File: src/hw/tmr3_defines.svh
// tmr3_defines.svh: register offsets, bit positions, reset values and counts
// assumes: an 8-bit register port and one clock at the oscillator rate
`ifndef TMR3_DEFINES_SVH
`define TMR3_DEFINES_SVH

// ----------------------------------------
// register offsets
// ----------------------------------------
`define TMR3_OFF_CFG 8'h87
`define TMR3_OFF_RUN 8'h88
`define TMR3_OFF_MODE 8'h89
`define TMR3_OFF_LOW0 8'h8A
`define TMR3_OFF_LOW1 8'h8B
`define TMR3_OFF_HIGH0 8'h8C
`define TMR3_OFF_HIGH1 8'h8D
`define TMR3_OFF_T2CTL 8'hC8
`define TMR3_OFF_RLD_LO 8'hCA
`define TMR3_OFF_RLD_HI 8'hCB
`define TMR3_OFF_T2_LO 8'hCC
`define TMR3_OFF_T2_HI 8'hCD

// ----------------------------------------
// field positions
// ----------------------------------------
// mode register: timer 1 fields sit TMR3_T1_SHIFT above timer 0
`define TMR3_B_GATE 3
`define TMR3_B_CNT 2
`define TMR3_B_MODE_HI 1
`define TMR3_T1_SHIFT 4
// run register
`define TMR3_B_RUN0 4
`define TMR3_B_OVF0 5
`define TMR3_B_RUN1 6
`define TMR3_B_OVF1 7
// config register
`define TMR3_B_SIXCLK 0
`define TMR3_B_PDOWN 1
// timer 2 control
`define TMR3_B_T2OVF 7
`define TMR3_B_EXT 6
`define TMR3_B_RXSEL 5
`define TMR3_B_TXSEL 4
`define TMR3_B_EXEN 3
`define TMR3_B_T2RUN 2
`define TMR3_B_T2SRC 1
`define TMR3_B_CPRL 0

// ----------------------------------------
// reset values and counts
// ----------------------------------------
`define TMR3_RST_STATE '0
`define TMR3_RD_UNMAPPED 8'h00
`define TMR3_MC_12CLK 4'hC
`define TMR3_MC_6CLK 4'h6
`define TMR3_BAUD_LAST 4'hF
`define TMR3_PIN_W 6

`endif

File: src/hw/tmr3_pkg.sv
// tmr3_pkg: types shared by the timer block and its pin synchroniser
// assumes: tmr3_defines.svh on the include path
`default_nettype none
`include "tmr3_defines.svh"

package tmr3_pkg;

	typedef enum logic [1:0] {
		TMR3_MODE_13BIT = 2'b00,
		TMR3_MODE_16BIT = 2'b01,
		TMR3_MODE_RELOAD8 = 2'b10,
		TMR3_MODE_SPLIT = 2'b11
	} tmr3_mode_t;

	typedef struct packed {
		logic [1:0] int_pin;
		logic [1:0] cnt_pin;
		logic t2_cnt;
		logic t2_trig;
	} tmr3_pins_t;

	typedef struct packed {
		logic [`TMR3_PIN_W-1:0] stage1;
		logic [`TMR3_PIN_W-1:0] stage2;
		logic [`TMR3_PIN_W-1:0] stage3;
	} tmr3_sync_t;

	typedef struct packed {
		logic [7:0] rdata;
		logic rx_pulse;
		logic tx_pulse;
		logic [3:0] mc_cnt;
		logic baud_div;
		logic [3:0] div16;
		logic six_clock;
		logic power_down;
		logic [1:0] run;
		logic [1:0] ovf;
		logic [7:0] mode_ctl;
		logic [1:0][7:0] low_byte;
		logic [1:0][7:0] high_byte;
		logic [7:0] t2_ctl;
		logic [15:0] t2_count;
		logic [15:0] t2_reload;
	} tmr3_state_t;

endpackage
`default_nettype wire

File: src/hw/tmr3_pin_sync.sv
// tmr3_pin_sync: two-flop synchronisers and falling-edge detect for timer pins
// assumes: pins are asynchronous to clk; outputs feed same-clock logic
`timescale 1ns/100ps
`default_nettype none
`include "tmr3_defines.svh"

module tmr3_pin_sync (
	input wire logic clk,
	input wire logic rstn,
	input wire tmr3_pkg::tmr3_pins_t pins_in,
	output var tmr3_pkg::tmr3_pins_t level,
	output var tmr3_pkg::tmr3_pins_t fall
);

	tmr3_pkg::tmr3_sync_t s;
	tmr3_pkg::tmr3_sync_t next_s;
	logic [`TMR3_PIN_W-1:0] fall_v;

	always_comb begin
		next_s = s;
		next_s.stage1 = pins_in;
		next_s.stage2 = s.stage1;
		next_s.stage3 = s.stage2;
	end

	always_ff @(posedge clk or negedge rstn) begin
		if (!rstn) begin
			s <= `TMR3_RST_STATE;
		end else begin
			s <= next_s;
		end
	end

	// stage1 is left alone: only stage2 onward is safe to decode
	genvar g;
	for (g = 0; g < `TMR3_PIN_W; g++) begin : g_edge
		assign fall_v[g] = s.stage3[g] & ~s.stage2[g];
	end

	assign level = s.stage2;
	assign fall = fall_v;

endmodule
`default_nettype wire

File: src/hw/tmr3_top.sv
// tmr3_top: timers 0, 1 and 2 with register port and serial clock selects
// assumes: one clock at the oscillator rate, strobes from same-clock logic
//
// Chosen here: the plain strobed port.
`timescale 1ns/100ps
`default_nettype none
`include "tmr3_defines.svh"

// How it works
// - gate set: count needs interrupt pin high
// - gate clear: count whenever run bit set
// - source bit picks internal clock or pin
// - mode 00: five-bit prescaler below high byte
// - mode 3: timer 0 low byte own controls
// - mode 3: timer 0 high uses timer 1 run
// - receive clock from timer 2 or 1
// - timer 2 counts only with run bit
// - timer 2 internal: one per machine cycle
// - timer 2 external: falling edges on pin
// - capture on trigger fall when enabled
// - reload select: reload on overflow, or enabled trigger fall
// - baud mode forces reload on overflow
// - external baud: overflow rate over sixteen
// - internal baud: oscillator over n times span
// - baud mode: trigger fall neither captures nor reloads
// - idle leaves every timer running
// - power-down freezes all counting, keeps state
module tmr3_top (
	input wire logic clk,
	input wire logic rstn,
	input wire logic [7:0] reg_addr,
	input wire logic [7:0] reg_wdata,
	input wire logic reg_wr,
	input wire logic reg_rd,
	output logic [7:0] reg_rdata,
	input wire logic [1:0] ext_interrupt_pin,
	input wire logic [1:0] ext_count_pin,
	input wire logic t2_count_pin,
	input wire logic t2_trigger_pin,
	output logic rx_clk_pulse,
	output logic tx_clk_pulse
);

	// ----------------------------------------
	// pin synchronisers
	// ----------------------------------------
	tmr3_pkg::tmr3_pins_t pins_raw;
	tmr3_pkg::tmr3_pins_t pin_lvl;
	tmr3_pkg::tmr3_pins_t pin_fall;

	assign pins_raw = {ext_interrupt_pin, ext_count_pin, t2_count_pin, t2_trigger_pin};

	tmr3_pin_sync u_sync (
		.clk(clk),
		.rstn(rstn),
		.pins_in(pins_raw),
		.level(pin_lvl),
		.fall(pin_fall)
	);

	// ----------------------------------------
	// state and step function
	// ----------------------------------------
	tmr3_pkg::tmr3_state_t s;
	tmr3_pkg::tmr3_state_t next_s;

	// returns {overflow, high, low}; mode 3 leaves the pair alone
	function automatic logic [16:0] tmr3_step(input logic [1:0] mode, input logic [7:0] hi,
		input logic [7:0] lo, input logic inc);
		logic [16:0] r;
		logic [5:0] lo6;
		logic [8:0] w9;
		r = {1'b0, hi, lo};
		lo6 = {1'b0, lo[4:0]} + 6'h01;
		w9 = {1'b0, hi} + 9'h001;
		if (inc) begin
			case (tmr3_pkg::tmr3_mode_t'(mode))
				tmr3_pkg::TMR3_MODE_13BIT: begin
					if (lo6[5]) begin
						r = {w9[8], w9[7:0], lo[7:5], lo6[4:0]};
					end else begin
						r = {1'b0, hi, lo[7:5], lo6[4:0]};
					end
				end
				tmr3_pkg::TMR3_MODE_16BIT: begin
					r = {1'b0, hi, lo} + 17'h00001;
				end
				tmr3_pkg::TMR3_MODE_RELOAD8: begin
					w9 = {1'b0, lo} + 9'h001;
					r = {w9[8], hi, w9[8] ? hi : w9[7:0]};
				end
				default: begin
					r = {1'b0, hi, lo};
				end
			endcase
		end
		return r;
	endfunction

	// ----------------------------------------
	// prescale and timers 0/1
	// ----------------------------------------
	logic pd;
	logic mc_tick;
	logic baud_tick;
	logic [1:0] gate_on;
	logic [1:0] tick;
	logic [1:0][16:0] step_res;
	logic split;
	logic split_hi_tick;
	logic [8:0] split_lo;
	logic [8:0] split_hi;
	logic t1_ovf;

	// only power-down stops the timers; idle is not seen here at all
	assign pd = s.power_down;
	// compare is >= so that a switch to six-clock mode with the count already
	// past the shorter end point wraps at once instead of running to 15
	assign mc_tick = (s.mc_cnt >= ((s.six_clock ? `TMR3_MC_6CLK : `TMR3_MC_12CLK) - 4'h1));
	// baud mode runs the counter at osc/2 (12-clock) or osc (6-clock)
	assign baud_tick = s.six_clock | s.baud_div;

	genvar g;
	for (g = 0; g < 2; g++) begin : g_tmr
		assign gate_on[g] = s.run[g] & ~pd
			& (~s.mode_ctl[4*g+`TMR3_B_GATE] | pin_lvl.int_pin[g]);
		assign tick[g] = gate_on[g]
			& (s.mode_ctl[4*g+`TMR3_B_CNT] ? pin_fall.cnt_pin[g] : mc_tick);
		assign step_res[g] = tmr3_step(s.mode_ctl[4*g+`TMR3_B_MODE_HI -: 2], s.high_byte[g],
			s.low_byte[g], tick[g]);
	end

	assign split = (s.mode_ctl[`TMR3_B_MODE_HI -: 2] == tmr3_pkg::TMR3_MODE_SPLIT);
	assign split_lo = {1'b0, s.low_byte[0]} + {8'h00, tick[0]};
	assign split_hi_tick = s.run[1] & mc_tick & ~pd;
	assign split_hi = {1'b0, s.high_byte[0]} + {8'h00, split_hi_tick};
	assign t1_ovf = step_res[1][16];

	// ----------------------------------------
	// timer 2
	// ----------------------------------------
	logic baud;
	logic cprl;
	logic t2_tick;
	logic [16:0] t2_inc;
	logic t2_ovf;
	logic trig_edge;
	logic cap;
	logic rel_ext;
	logic t2_baud;

	assign baud = s.t2_ctl[`TMR3_B_RXSEL] | s.t2_ctl[`TMR3_B_TXSEL];
	assign cprl = s.t2_ctl[`TMR3_B_CPRL];
	assign t2_tick = s.t2_ctl[`TMR3_B_T2RUN] & ~pd
		& (s.t2_ctl[`TMR3_B_T2SRC] ? pin_fall.t2_cnt
		: (baud ? baud_tick : mc_tick));
	assign t2_inc = {1'b0, s.t2_count} + 17'h00001;
	assign t2_ovf = t2_tick & t2_inc[16];
	assign trig_edge = pin_fall.t2_trig & s.t2_ctl[`TMR3_B_EXEN] & ~pd;
	assign cap = trig_edge & cprl & ~baud;
	assign rel_ext = trig_edge & ~cprl & ~baud;
	// every sixteenth overflow is one serial clock, whatever drives the counter
	assign t2_baud = t2_ovf & baud & (s.div16 == `TMR3_BAUD_LAST);

	// ----------------------------------------
	// next state
	// ----------------------------------------
	logic [1:0] ovf_set;
	logic t2ovf_set;

	always_comb begin
		next_s = s;
		ovf_set = 2'b00;
		t2ovf_set = t2_ovf & ~baud;
		next_s.rdata = `TMR3_RD_UNMAPPED;
		if (!pd) begin
			next_s.mc_cnt = mc_tick ? 4'h0 : s.mc_cnt + 4'h1;
			next_s.baud_div = ~s.baud_div;
		end
		if (split) begin
			next_s.low_byte[0] = split_lo[7:0];
			next_s.high_byte[0] = split_hi[7:0];
			ovf_set = {split_hi[8], split_lo[8]};
		end else begin
			next_s.high_byte[0] = step_res[0][15:8];
			next_s.low_byte[0] = step_res[0][7:0];
			ovf_set[0] = step_res[0][16];
			ovf_set[1] = t1_ovf;
		end
		next_s.high_byte[1] = step_res[1][15:8];
		next_s.low_byte[1] = step_res[1][7:0];
		if (rel_ext) begin
			next_s.t2_count = s.t2_reload;
		end else if (t2_ovf && (baud || !cprl)) begin
			next_s.t2_count = s.t2_reload;
		end else if (t2_tick) begin
			next_s.t2_count = t2_inc[15:0];
		end
		if (cap) begin
			next_s.t2_reload = s.t2_count;
		end
		if (t2_ovf && baud) begin
			next_s.div16 = s.div16 + 4'h1;
		end
		next_s.rx_pulse = s.t2_ctl[`TMR3_B_RXSEL] ? t2_baud : t1_ovf;
		next_s.tx_pulse = s.t2_ctl[`TMR3_B_TXSEL] ? t2_baud : t1_ovf;
		if (reg_wr) begin
			case (reg_addr)
				`TMR3_OFF_CFG: begin
					next_s.six_clock = reg_wdata[`TMR3_B_SIXCLK];
					next_s.power_down = reg_wdata[`TMR3_B_PDOWN];
				end
				`TMR3_OFF_RUN: begin
					next_s.run[0] = reg_wdata[`TMR3_B_RUN0];
					next_s.ovf[0] = reg_wdata[`TMR3_B_OVF0];
					next_s.run[1] = reg_wdata[`TMR3_B_RUN1];
					next_s.ovf[1] = reg_wdata[`TMR3_B_OVF1];
				end
				`TMR3_OFF_MODE: next_s.mode_ctl = reg_wdata;
				`TMR3_OFF_LOW0: next_s.low_byte[0] = reg_wdata;
				`TMR3_OFF_LOW1: next_s.low_byte[1] = reg_wdata;
				`TMR3_OFF_HIGH0: next_s.high_byte[0] = reg_wdata;
				`TMR3_OFF_HIGH1: next_s.high_byte[1] = reg_wdata;
				`TMR3_OFF_T2CTL: next_s.t2_ctl = reg_wdata;
				`TMR3_OFF_RLD_LO: next_s.t2_reload[7:0] = reg_wdata;
				`TMR3_OFF_RLD_HI: next_s.t2_reload[15:8] = reg_wdata;
				`TMR3_OFF_T2_LO: next_s.t2_count[7:0] = reg_wdata;
				`TMR3_OFF_T2_HI: next_s.t2_count[15:8] = reg_wdata;
				default: begin
				end
			endcase
		end
		// hardware set wins over a software clear in the same cycle
		next_s.ovf = next_s.ovf | ovf_set;
		next_s.t2_ctl[`TMR3_B_T2OVF] = next_s.t2_ctl[`TMR3_B_T2OVF] | t2ovf_set;
		next_s.t2_ctl[`TMR3_B_EXT] = next_s.t2_ctl[`TMR3_B_EXT] | trig_edge;
		if (reg_rd) begin
			case (reg_addr)
				`TMR3_OFF_CFG: next_s.rdata = {6'h00, s.power_down, s.six_clock};
				`TMR3_OFF_RUN: next_s.rdata = {s.ovf[1], s.run[1], s.ovf[0], s.run[0], 4'h0};
				`TMR3_OFF_MODE: next_s.rdata = s.mode_ctl;
				`TMR3_OFF_LOW0: next_s.rdata = s.low_byte[0];
				`TMR3_OFF_LOW1: next_s.rdata = s.low_byte[1];
				`TMR3_OFF_HIGH0: next_s.rdata = s.high_byte[0];
				`TMR3_OFF_HIGH1: next_s.rdata = s.high_byte[1];
				`TMR3_OFF_T2CTL: next_s.rdata = s.t2_ctl;
				`TMR3_OFF_RLD_LO: next_s.rdata = s.t2_reload[7:0];
				`TMR3_OFF_RLD_HI: next_s.rdata = s.t2_reload[15:8];
				`TMR3_OFF_T2_LO: next_s.rdata = s.t2_count[7:0];
				`TMR3_OFF_T2_HI: next_s.rdata = s.t2_count[15:8];
				default: next_s.rdata = `TMR3_RD_UNMAPPED;
			endcase
		end
	end

	// power-down keeps every stored value; only the counting stops
	always_ff @(posedge clk or negedge rstn) begin
		if (!rstn) begin
			s <= `TMR3_RST_STATE;
		end else begin
			s <= next_s;
		end
	end

	assign reg_rdata = s.rdata;
	assign rx_clk_pulse = s.rx_pulse;
	assign tx_clk_pulse = s.tx_pulse;
endmodule
`default_nettype wire

File: config.mk
export PLATFORM = sky130hd
export DESIGN_NAME = tmr3_top
export DESIGN_NICKNAME = d
export VERILOG_FILES = /design/src/hw/tmr3_pkg.sv /design/src/hw/tmr3_pin_sync.sv /design/src/hw/tmr3_top.sv
export VERILOG_INCLUDE_DIRS = /design/src /design/src/hw
export SDC_FILE = /design/constraint.sdc
export NUM_CORES = 1
export LEC_CHECK = 0
export ABC_AREA = 1
export BUFFER_PORTS_ARGS = -buffer_cell sky130_fd_sc_hd__buf_2
export CAP_MARGIN = 15
export CORE_ASPECT_RATIO = 1.25
export CORE_MARGIN = 2
export CORE_UTILIZATION = 28
export DETAILED_ROUTE_END_ITERATION = 10
export PLACE_DENSITY = 0.52
export SYNTH_ARGS = -nofsm -noshare
export SYNTH_HDL_FRONTEND = slang
export SYNTH_SLANG_ARGS = --single-unit
File: constraint.sdc
create_clock -name clk -period 3.02 [get_ports clk]
set_input_delay 0.453 -clock clk [delete_from_list [all_inputs] [get_ports clk]]
set_output_delay 0.453 -clock clk [all_outputs]
set_load 0.05 [all_outputs]
* After elaboration in Yosys (flattened, before gate mapping) *
Cells that the tools add are included.

word-level totals
  flip-flop bits (word level) = 121
  output and inout bits = 10
  word-level logic and storage cells = 143
  input bits = 26

cells by class
  multiplexer cells = 37
  bitwise logic cells = 41
  reductions and logical operators = 10
  $lt $le $gt $ge = 1
  eq/ne operators = 18
  add/sub/neg operators = 14

operators with widths
  kind                   number
  $mux 8                 15
  $pmux 17 s3            2
  $eq 8x8->1 const B     12
  $pmux 8 s12            1
  $mux 82                1
  $mux 17                4
  $mux 16                4
  $add 16x1->17 const B  3
  $add 8x1->9 const B    4
  $and 1x1->1            24
  $add 8x1->9            2
  $add 5x1->6 const B    2
  $not 1->1              10
  $add 4x1->4 const B    2
  $mux 4                 2
  $reduce_and 2->1       4
  $eq 2x2->1 const B     3
  $mux 1                 6
  $or 1x1->1             6
  $eq 2x1->1 const B     2
  $eq 4x4->1 const B     1
  $ge 4x4->1             1
  $logic_not 2->1        2
  $mux 2                 2
  other kinds (5)        6

* Logic depth before layout (Yosys ltp) *
Gate-level depths: netlist of run 1.

  word-level depth = 13
  gate-level depth with buffers = 20
  depth with buffers taken out = 19

* Modules after synthesis *
A second synthesis of run 1 with hierarchy kept.

second synthesis, totals
  cells, all modules = 1,276
  area total of the unflattened synthesis = 8,673.3 µm²

by module, submodules not included
  module         seq. area each (µm²)  area each (µm²)  cells an instance  instances
  tmr3_top       2,627.5               8,117.8          1,240              1
  tmr3_pin_sync  450.4                 555.5            36                 1

* Worst setup path before layout of run 1 *
No wires, ideal clock.

  path type = register -> register
  start = register s[85] (netlist name)
  end = register s[60] (netlist name)
  required time = 2,933 ps
  clock period less this slack = 2,471 ps
  slack = 549 ps
  stages on the path, launching flop included = 21
  path buffers = 1
  library setup time = 87 ps
  data arrival time = 2,384 ps
  cell sequence = dfrtp_1 > inv_1 > ha_1 > nand2_1 > inv_1 > nand2_1 > nand2_1 > inv_1 > nand2_1 > nand2_1 > inv_1 > buf_4 > ha_1 > ha_1 > inv_1 > nor2_1 > a21oi_1 > o21ai_0 > nand2_1 > inv_1 > a22oi_1

RTL lines
  item                    line             RTL
  start, declared         tmr3_top.sv:64   tmr3_pkg::tmr3_state_t s;
  start signal, assigned  tmr3_top.sv:259  s <= `TMR3_RST_STATE;
  start signal, assigned  tmr3_top.sv:261  s <= next_s;

==> results.cfg, run 1 <==
[setup_path]
setup.worst_path.end_class = flop
cp.arrival_ns = 2.95
timing.rr.end = s[46]
critPathRequiredTime_ns = 3.37
worstRegToRegCells = 17
cp.depth = 17
crit_fanout = 5
critPathBufInv = 4
worstReg2RegStart = s[85]
cp-start-kind = flop
path_cells = inv_1, ha_1, nand2_1, inv_1, nand2_1, nand2_1, inv_1, nor3_1, ha_1, ha_1, inv_1, nor2_1, nand2_1, xor2_1, o21ai_0, a21oi_1, a21oi_1
critical_path.max_stage_delay_ns = 0.43
crit_family = adder cells
reg2reg_slack_ns = 0.43
crit_slowest_cell = dfrtp_1
critical_path_class = reg2reg

[floorplan]
initial_core_util_pct = 28.58
die-area_um2 = 32260
fp.dieH_um = 200.3
pin_count = 36
rows = 71
die-width_um = 161.0
core_area_um2 = 30200

[global_routing]
grt_overflow = 0
antenna_found_initial = 0
grt_max_degree = 67
grt_pass1_wl_um = 50830
grtUsageTotal_pct = 20.40
grt_pass1_vias = 8671

[logic_synthesis]
synth_nets = 1350
ys_async_sr_fraction_pct = 100.0
yosysWarnings = 0
synth_cells = 1310
synth_edf_count = 0
ys_ff_latch = 121
synth_seq_area_share_pct = 35.08
synth.cell_area_um2 = 8632
syn_area_per_cell_um2 = 6.589
ys.flop_type = dfrtp_1
synthDistinctLibCells = 41

[status]
outcome = finished, final reports clean

[cts]
clockBufferDepth = 2
htreeDepth = 4
post_cts_buffers = 0
root_buffer = clkbuf_16
cts_tree = yes
clkSlewWorstSetupHoldPaths_ns = 0.06
cts_hold_buf = 0
cts_made_buffers = 17
clock_sinks = 121
clk_latency_ns = 0.43
cts_resized = 0

[sta]
fmax_mhz = 385.4
maxSlewHeadroom_pct = 49.90
period_needed_ns = 2.595
rsz0062_at_grt = no
fin_crit_sh_pct = 85.92
finalHoldViolations = 0
tns_ns = 0
tightest_slew_ns = 0.7497
setup_viol = 0
drv_slew = 0
clock_skew_ns = 0.01523

[place]
port_buffers = 35
dp_hpwl_um = 24150
gp_congestion = 0.9240

[cells_and_area]
final_cell_mix = nand2_1, nor2_1, inv_1, dfrtp_1, nand3_1
drive_gt1_share_pct = 10.09
fill_cells = 3330
nets = 1375
final_common_cell = nand2_1
final_util_pct = 32.41
syn_to_final_growth_pct = 13.39

[route]
drc = 0
finalWirelength_um = 32630
ant_nets = 0
drtIter0Drc = 779
via_count = 8972
via_per_inst = 5.127
drt-pass1-iter-count = 6
wl_per_cell_um = 18.64

[power]
p_leak_nw = 4.849
p_per_area_nw_per_um2 = 590.0
peakVddDrop_v = 0.0002580

[worst_hold_path]
hp-class = in2async

[run]
maxCapViolations = 0
[per-layer routing]
layer,track usage (%),vias up,share of wire (%),wire length (um)
met2,33.37,321,47,15490
met5,0,-,0,0
met1,26.35,4272,42,13830
li1,-,4306,-,-
met3,3.375,73,5.9,1934
met4,9.216,0,4.2,1371
[power by group]
part,switching (mW),internal (mW)
clock network,0.832,1.24
logic,0.953,0.505
registers,0.390,1.86
[area by class of cell]
cell class	instances	area (um^2)	area share, %
diodes	1	2.502	0.02557
clock inverters	14	150.1	1.534
multi-input cells	976	4711	48.13
repair buffers	54	336.6	3.439
well taps	401	501.7	5.126
clock buffers	18	439.2	4.487
inverters	165	619.3	6.327
flip-flops and latches	121	3028	30.93
[cell families (layout without fill, tap and decap cells)]
group | count (synthesis) | in the layout | synth area share (%)
AOI/OAI and AO/OA | 245 | 245 | 15.51
xor gates and xnor gates | 23 | 23 | 2.334
adders and majority gates | 14 | 14 | 2.029
buffers and inverters | 213 | 251 | 10.35
DFF | 121 | 121 | 35.08
other | 0 | 1 | 0
and+or+nand+nor | 694 | 694 | 34.70
[cells in the mapped netlist, drive strengths merged, types with 14 or more instances]
cell type | number | area (um^2)
o22ai | 32 | 200.2
nand4 | 20 | 140.1
inv | 162 | 608.1
buf | 34 | 220.2
dfrtp | 121 | 3028
nor2 | 175 | 724.4
nand2 | 360 | 1379
nor3 | 19 | 127.6
a21oi | 66 | 341.6
o21ai | 123 | 619.3
nand3 | 116 | 595.6
ha | 14 | 175.2
clkbuf | 14 | 53.80
xor2 | 18 | 157.7
[worst max path at each step]
stage	slack [ns]	from	end
global route	0.09	s[85]	s[46]
finish	0.43	s[85]	s[46]
detailed placement	0.42	s[85]	s[46]
floorplan	0.55	s[85]	s[60]
CTS	0.42	s[85]	s[46]
global placement	0.54	s[85]	s[46]
[through the flow]
stage          setup WS, ns  std cells  hold WS (ns)  total power, mW  cell area (um^2)
3_5_place_dp         0.4199       1717        0.3347            3.701              9196
2_1_floorplan        0.5490       1310        0.1574            3.198              8632
3_3_place_gp         0.5393       1717        0.3323            3.691              9196
6_report             0.4252       1750       0.05059            5.775              9788
4_1_cts              0.4234       1749       0.06230            5.791              9786
5_1_grt             0.08723       1749       0.09687            6.132              9786
[registers in the layout, indices dropped and copies added, names as in the netlist]
name and count:
s 93, reg_rdata 8, u_sync.level 6, u_sync.next_s 6, u_sync.s 4, cprl 1, pd 1, rx_clk_pulse 1
tx_clk_pulse 1
Power figures use the tool's default switching activity.
==> run 2, diff against run 1 <==
Settings changed: CORE_UTILIZATION 28 to 45, PLACE_DENSITY 0.52 to 0.68.
Clock period 3.02 ns to 2.2 ns, I/O delays scaled along.
==> results.cfg, run 2 (synthesized netlist as in run 1, its figures left out) <==
[status]
outcome = finished with violations
violations = negative setup slack

[global_routing]
grt_pass1_wl_um = 49010
antenna_found_initial = 0
grt_max_degree = 54
grt_pass1_vias = 8966
grt_overflow = 0
grtUsageTotal_pct = 30.90

[cells_and_area]
multi_input_area_um2 = 5054
regArea_um2 = 3029
fill_cells = 1815
final_util_pct = 56.02
regMostFlops = s
final_cell_mix = nand2_1, nor2_1, inv_1, dfrtp_1, nand3_1
num_antenna_cells = 0
nets = 1451
syn_to_final_growth_pct = 21.86
largest_register_ffs = 93
final_common_cell = nand2_1
drive_gt1_share_pct = 18.82

[run]
maxCapViolations = 0

[cts]
clk_latency_ns = 0.43
htreeDepth = 4
cts_made_buffers = 17
cts_tree = yes
clockBufferDepth = 2
clkSlewWorstSetupHoldPaths_ns = 0.06
root_buffer = clkbuf_16
clock_sinks = 121

[setup_path]
cp.arrival_ns = 2.67
critical_path_class = reg2reg
setup.worst_path.end_class = flop
crit_fanout = 4
critPathRequiredTime_ns = 2.51
worstRegToRegCells = 18
cp-start-kind = flop

[sta]
setup_viol = 21
holdWs_ns = 0.2144
finalHoldViolations = 0
fin_ws_ns = -0.1566
drv_slew = 0
tns_ns = -1.212
clock_skew_ns = 0.01074
period_needed_ns = 2.357
fin_crit_sh_pct = 107.1
tightest_slew_ns = 0.7023
maxSlewHeadroom_pct = 53.07
fmax_mhz = 424.3
rsz0062_at_grt = yes

[route]
ant_nets = 0
drt-pass1-iter-count = 6
via_count = 9454
via_per_inst = 5.709
wl_per_cell_um = 18.69
finalWirelength_um = 30950
drtIter0Drc = 1033
drc = 0

[floorplan]
rows = 56
die-area_um2 = 20310
pin_count = 36
initial_core_util_pct = 45.97
die-width_um = 127.9
core_area_um2 = 18780
fp.dieH_um = 158.9

[power]
p_leak_nw = 5.224
peakVddDrop_v = 0.0005626
p_per_area_nw_per_um2 = 775.0
total_power_mw = 8.152

[place]
gp_congestion = 0.9722
dp_hpwl_um = 22700
port_buffers = 35

[worst_hold_path]
hp-class = in2reg
hold_depth = 3
==> run 2: cell types whose count changed in the layout (fill, tap and decap cells not counted), moves of 7 or more <==
cell           change
nand2_2            +9
nor2_1             -8
ha_1               -7
dlygate4sd3_1      +7
ha_4               +7
nand3_2           +10
buf_4             +64
a21oi_2            +8
nand2_1           -15
o21ai_0            -7
nand3_1           -11
a21oi_1            -8
inv_1              -9
==> run 2: layout make-up <==
| cell class | count | area share [%] |
|---|---|---|
| clock buffers | 20 | 4.151 |
| clock inverters | 12 | 0.9873 |
| inverters | 165 | 5.995 |
| multi-input cells | 976 | 48.04 |
| flip-flops and latches | 121 | 28.80 |
| well taps | 232 | 2.760 |
| repair buffers | 130 | 9.266 |
==> run 2: where the power goes <==
part	leakage [nW]	internal [mW]	switching, mW
sequential	1.46	2.55	0.451
combinational	3.50	0.986	1.54
clock	0.260	1.54	1.08
total	5.22	5.08	3.07
==> run 2: path summary, 6_finish.rpt <==
kind,from,slack (ns),to
setup / recovery,s[85],-0.16,s[45]
hold / removal,reg_rd,0.21,reg_rdata[5]
setup reg to reg,s[85],-0.16,s[45]
hold reg to reg,u_sync.next_s[11],0.35,u_sync.level[5]
max in group asynchronous,rstn,1.06,s[88]
min in group asynchronous,rstn,0.40,s[61]
==> run 2: routing by layer <==
| layer | track usage [%] | vias to the layer above | part of all wire, % |
|---|---|---|---|
| li1 | - | 4463 | - |
| met1 | 40.81 | 4371 | 40 |
| met2 | 47.69 | 514 | 46 |
| met3 | 5.627 | 106 | 8.4 |
| met4 | 16.83 | 0 | 5.3 |
| met5 | 0 | - | 0 |
==> run 2: repair_timing <==
item / 4_1_cts / 5_1_grt
resized for setup: 19 / 66
pin swaps: 15 / 44
endpoints found under the hold margin: 34 / 1
cloned: 0 / 1
hold buffers: 6 / 1
buffers inserted: 11 / 6
setup endpoints to repair: 17 / 46
==> run 2: stage by stage <==
| stage | setup WS [ns] | area, um^2 | instances |
|---|---|---|---|
| after CTS | -0.1338 | 10230 | 1651 |
| after floorplan | -0.01352 | 8680 | 1310 |
| after global placement | -0.1119 | 9455 | 1602 |
| after detailed placement | -0.2162 | 9455 | 1602 |
| after global routing | -0.2922 | 10520 | 1656 |
| final | -0.1566 | 10520 | 1656 |
==> run 2: critical path, stage by stage (launching register included) <==
cell     delay (ns)
dfrtp_2        0.44
inv_2          0.07
ha_4           0.26
nand2_2        0.05
inv_2          0.04
nand2_2        0.06
nand2_4        0.08
inv_4          0.06
nor3_4         0.19
ha_4           0.18
inv_2          0.05
nor2_4         0.10
nand2_2        0.08
nor2_2         0.12
xor2_1         0.07
a21oi_1        0.16
nand3_1        0.08
o21ai_1        0.08
inv_1          0.06
==> run 3, diff against run 2 <==
Settings changed: CTS_BUF_LIST set to sky130_fd_sc_hd__clkbuf_2 sky130_fd_sc_hd__clkbuf_4 sky130_fd_sc_hd__clkbuf_8.
==> results.cfg, run 3 (synthesized netlist as in run 1, its figures left out) <==
[route]
drt-pass1-iter-count = 5
drtIter0Drc = 1067
drc = 0
ant_nets = 0
via_per_inst = 5.720
via_count = 9484
finalWirelength_um = 31020
wl_per_cell_um = 18.71

[sta]
maxSlewHeadroom_pct = 54.90
fmax_mhz = 421.0
tightest_slew_ns = 0.6748
period_needed_ns = 2.375
rsz0062_at_grt = yes
setup_viol = 27
clock_skew_ns = 0.009728
fin_crit_sh_pct = 108.0
tns_ns = -1.486
fin_ws_ns = -0.1751
finalHoldViolations = 0
drv_slew = 0

[cts]
clock_sinks = 121
clockBufferDepth = 2
clk_latency_ns = 0.45
cts_made_buffers = 17
clkSlewWorstSetupHoldPaths_ns = 0.07
htreeDepth = 4
root_buffer = clkbuf_8
cts_tree = yes

[setup_path]
path_cells = ha_4, nand2_2, inv_2, nand2_2, nand2_4, inv_4, nor3_4, ha_4, inv_4, nor2_4, nand2_2, nor2_2, xor2_1, a21oi_1, nand3_1, o21ai_1, inv_1
critical_path.max_stage_delay_ns = 0.47
crit_family = simple AND/OR/NAND/NOR gates
path_common_cell = nand2_2
cp.depth = 17
critPathRequiredTime_ns = 2.54
crit_slowest_cell = dfrtp_2
cp.arrival_ns = 2.71
critPathBufInv = 4
cp-start-kind = flop
crit_fanout = 4
worstRegToRegCells = 17
critical_path_class = reg2reg
setup.worst_path.end_class = flop

[power]
switching_share_pct = 40.13
power_frac_seq_pct = 40.3
power_frac_comb_pct = 34.1
p_leak_nw = 5.195
netSwitchingPower_mw = 2.987
p_per_area_nw_per_um2 = 713.7
internal_power_mw = 4.455
pwr-share-clk_pct = 25.6
peakVddDrop_v = 0.0004199

[place]
dp.cells = 1602
dp_hpwl_um = 22700
port_buffers = 35
gp_congestion = 0.9722

[floorplan]
fp.dieH_um = 158.9
core_area_um2 = 18780
rows = 56
die-area_um2 = 20310
pin_count = 36
initial_core_util_pct = 45.97
die-width_um = 127.9

[worst_hold_path]
hold_depth = 3
hp-class = in2reg

[cells_and_area]
nets = 1453
num_antenna_cells = 0
layout.cells.non_filler = 1658
syn_to_final_growth_pct = 20.79
largest_register_ffs = 93
final_common_cell = nand2_1
fill_cells = 1850
final_cell_mix = nand2_1, nor2_1, inv_1, dfrtp_1, nand3_1
regMostFlops = s
drive_gt1_share_pct = 19.42

[global_routing]
grt_overflow = 0
grt_max_degree = 54
antenna_found_initial = 0
grtUsageTotal_pct = 30.70
grt_pass1_vias = 8948
grt_pass1_wl_um = 48820

[status]
violations = negative setup slack
outcome = finished with violations

[run]
maxCapViolations = 0
run 3: cell types whose count changed in the layout (fill, tap and decap cells not counted), moves of 2 or more:
cell / previous run / this run
clkbuf_8: 0 / 17
clkbuf_16: 18 / 2
clkbuf_1: 3 / 0
buf_4: 82 / 80
nand3_4: 1 / 3
clkbuf_4: 0 / 3
buf_6: 3 / 5
run 3: worst paths after layout:
kind | startpoint | end | slack [ns]
hold reg to reg | u_sync.next_s[8] | u_sync.level[2] | 0.35
max in group asynchronous | rstn | s[88] | 1.09
setup / recovery | s[85] | s[45] | -0.18
setup reg to reg | s[85] | s[45] | -0.18
min in group asynchronous | rstn | s[61] | 0.36
hold / removal | reg_rd | reg_rdata[5] | 0.19
run 3: what timing repair did:
item / in CTS / in global routing
buffers inserted: 11 / 7
gates cloned: 0 / 2
endpoints found under the hold margin: 35 / 0
pin swaps: 15 / 49
endpoints found under the setup margin: 19 / 51
gates resized for setup: 19 / 78
hold buffers: 7 / 0
run 3: metrics by stage:
stage | worst slack [ns] | hold WS (ns) | util [%] | power [mW] | area, um^2
2_1_floorplan | -0.01352 | 0.03441 | - | 4.416 | 8680
3_3_place_gp | -0.1119 | 0.3262 | 50.35 | 5.263 | 9455
3_5_place_dp | -0.2162 | 0.3190 | 50.35 | 5.286 | 9455
4_1_cts | -0.1387 | 0.1780 | 53.57 | 7.279 | 10060
5_1_grt | -0.2811 | 0.1737 | 55.52 | 7.903 | 10430
6_report | -0.1751 | 0.1866 | 55.52 | 7.442 | 10430
run 3: metal layers:
metal	up-vias	GRT usage, %	part of all wire, %
met2	510	48.08	46
met4	0	15.78	5.4
met5	-	0	0
li1	4461	-	-
met3	105	5.391	8.4
met1	4408	40.46	40
run 3: area by class of cell:
cell class / count / area (um^2) / share of cell area (%)
Multi-Input combinational cell: 976 / 5091 / 48.83
Sequential cell: 121 / 3029 / 29.05
Tap cell: 232 / 290.3 / 2.784
Clock buffer: 20 / 256.5 / 2.460
Timing Repair Buffer: 132 / 1022 / 9.804
Clock inverter: 12 / 103.9 / 0.9960
Inverter: 165 / 633.1 / 6.072
run 3: worst min-delay path, cell delays in order:
cell and delay (ns):
buf_2 0.15, nand2_1 0.08, inv_1 0.04
run 3: power groups by stage:
stage                     Sequential (mW)  Clock [mW]  Combinational, mW
after floorplan                      2.85           0               1.56
after global placement               2.99           0               2.27
after detailed placement             2.99           0               2.29
after CTS                            2.97        1.92               2.39
after global routing                 3.03        2.05               2.83
final                                3.00        1.91               2.53
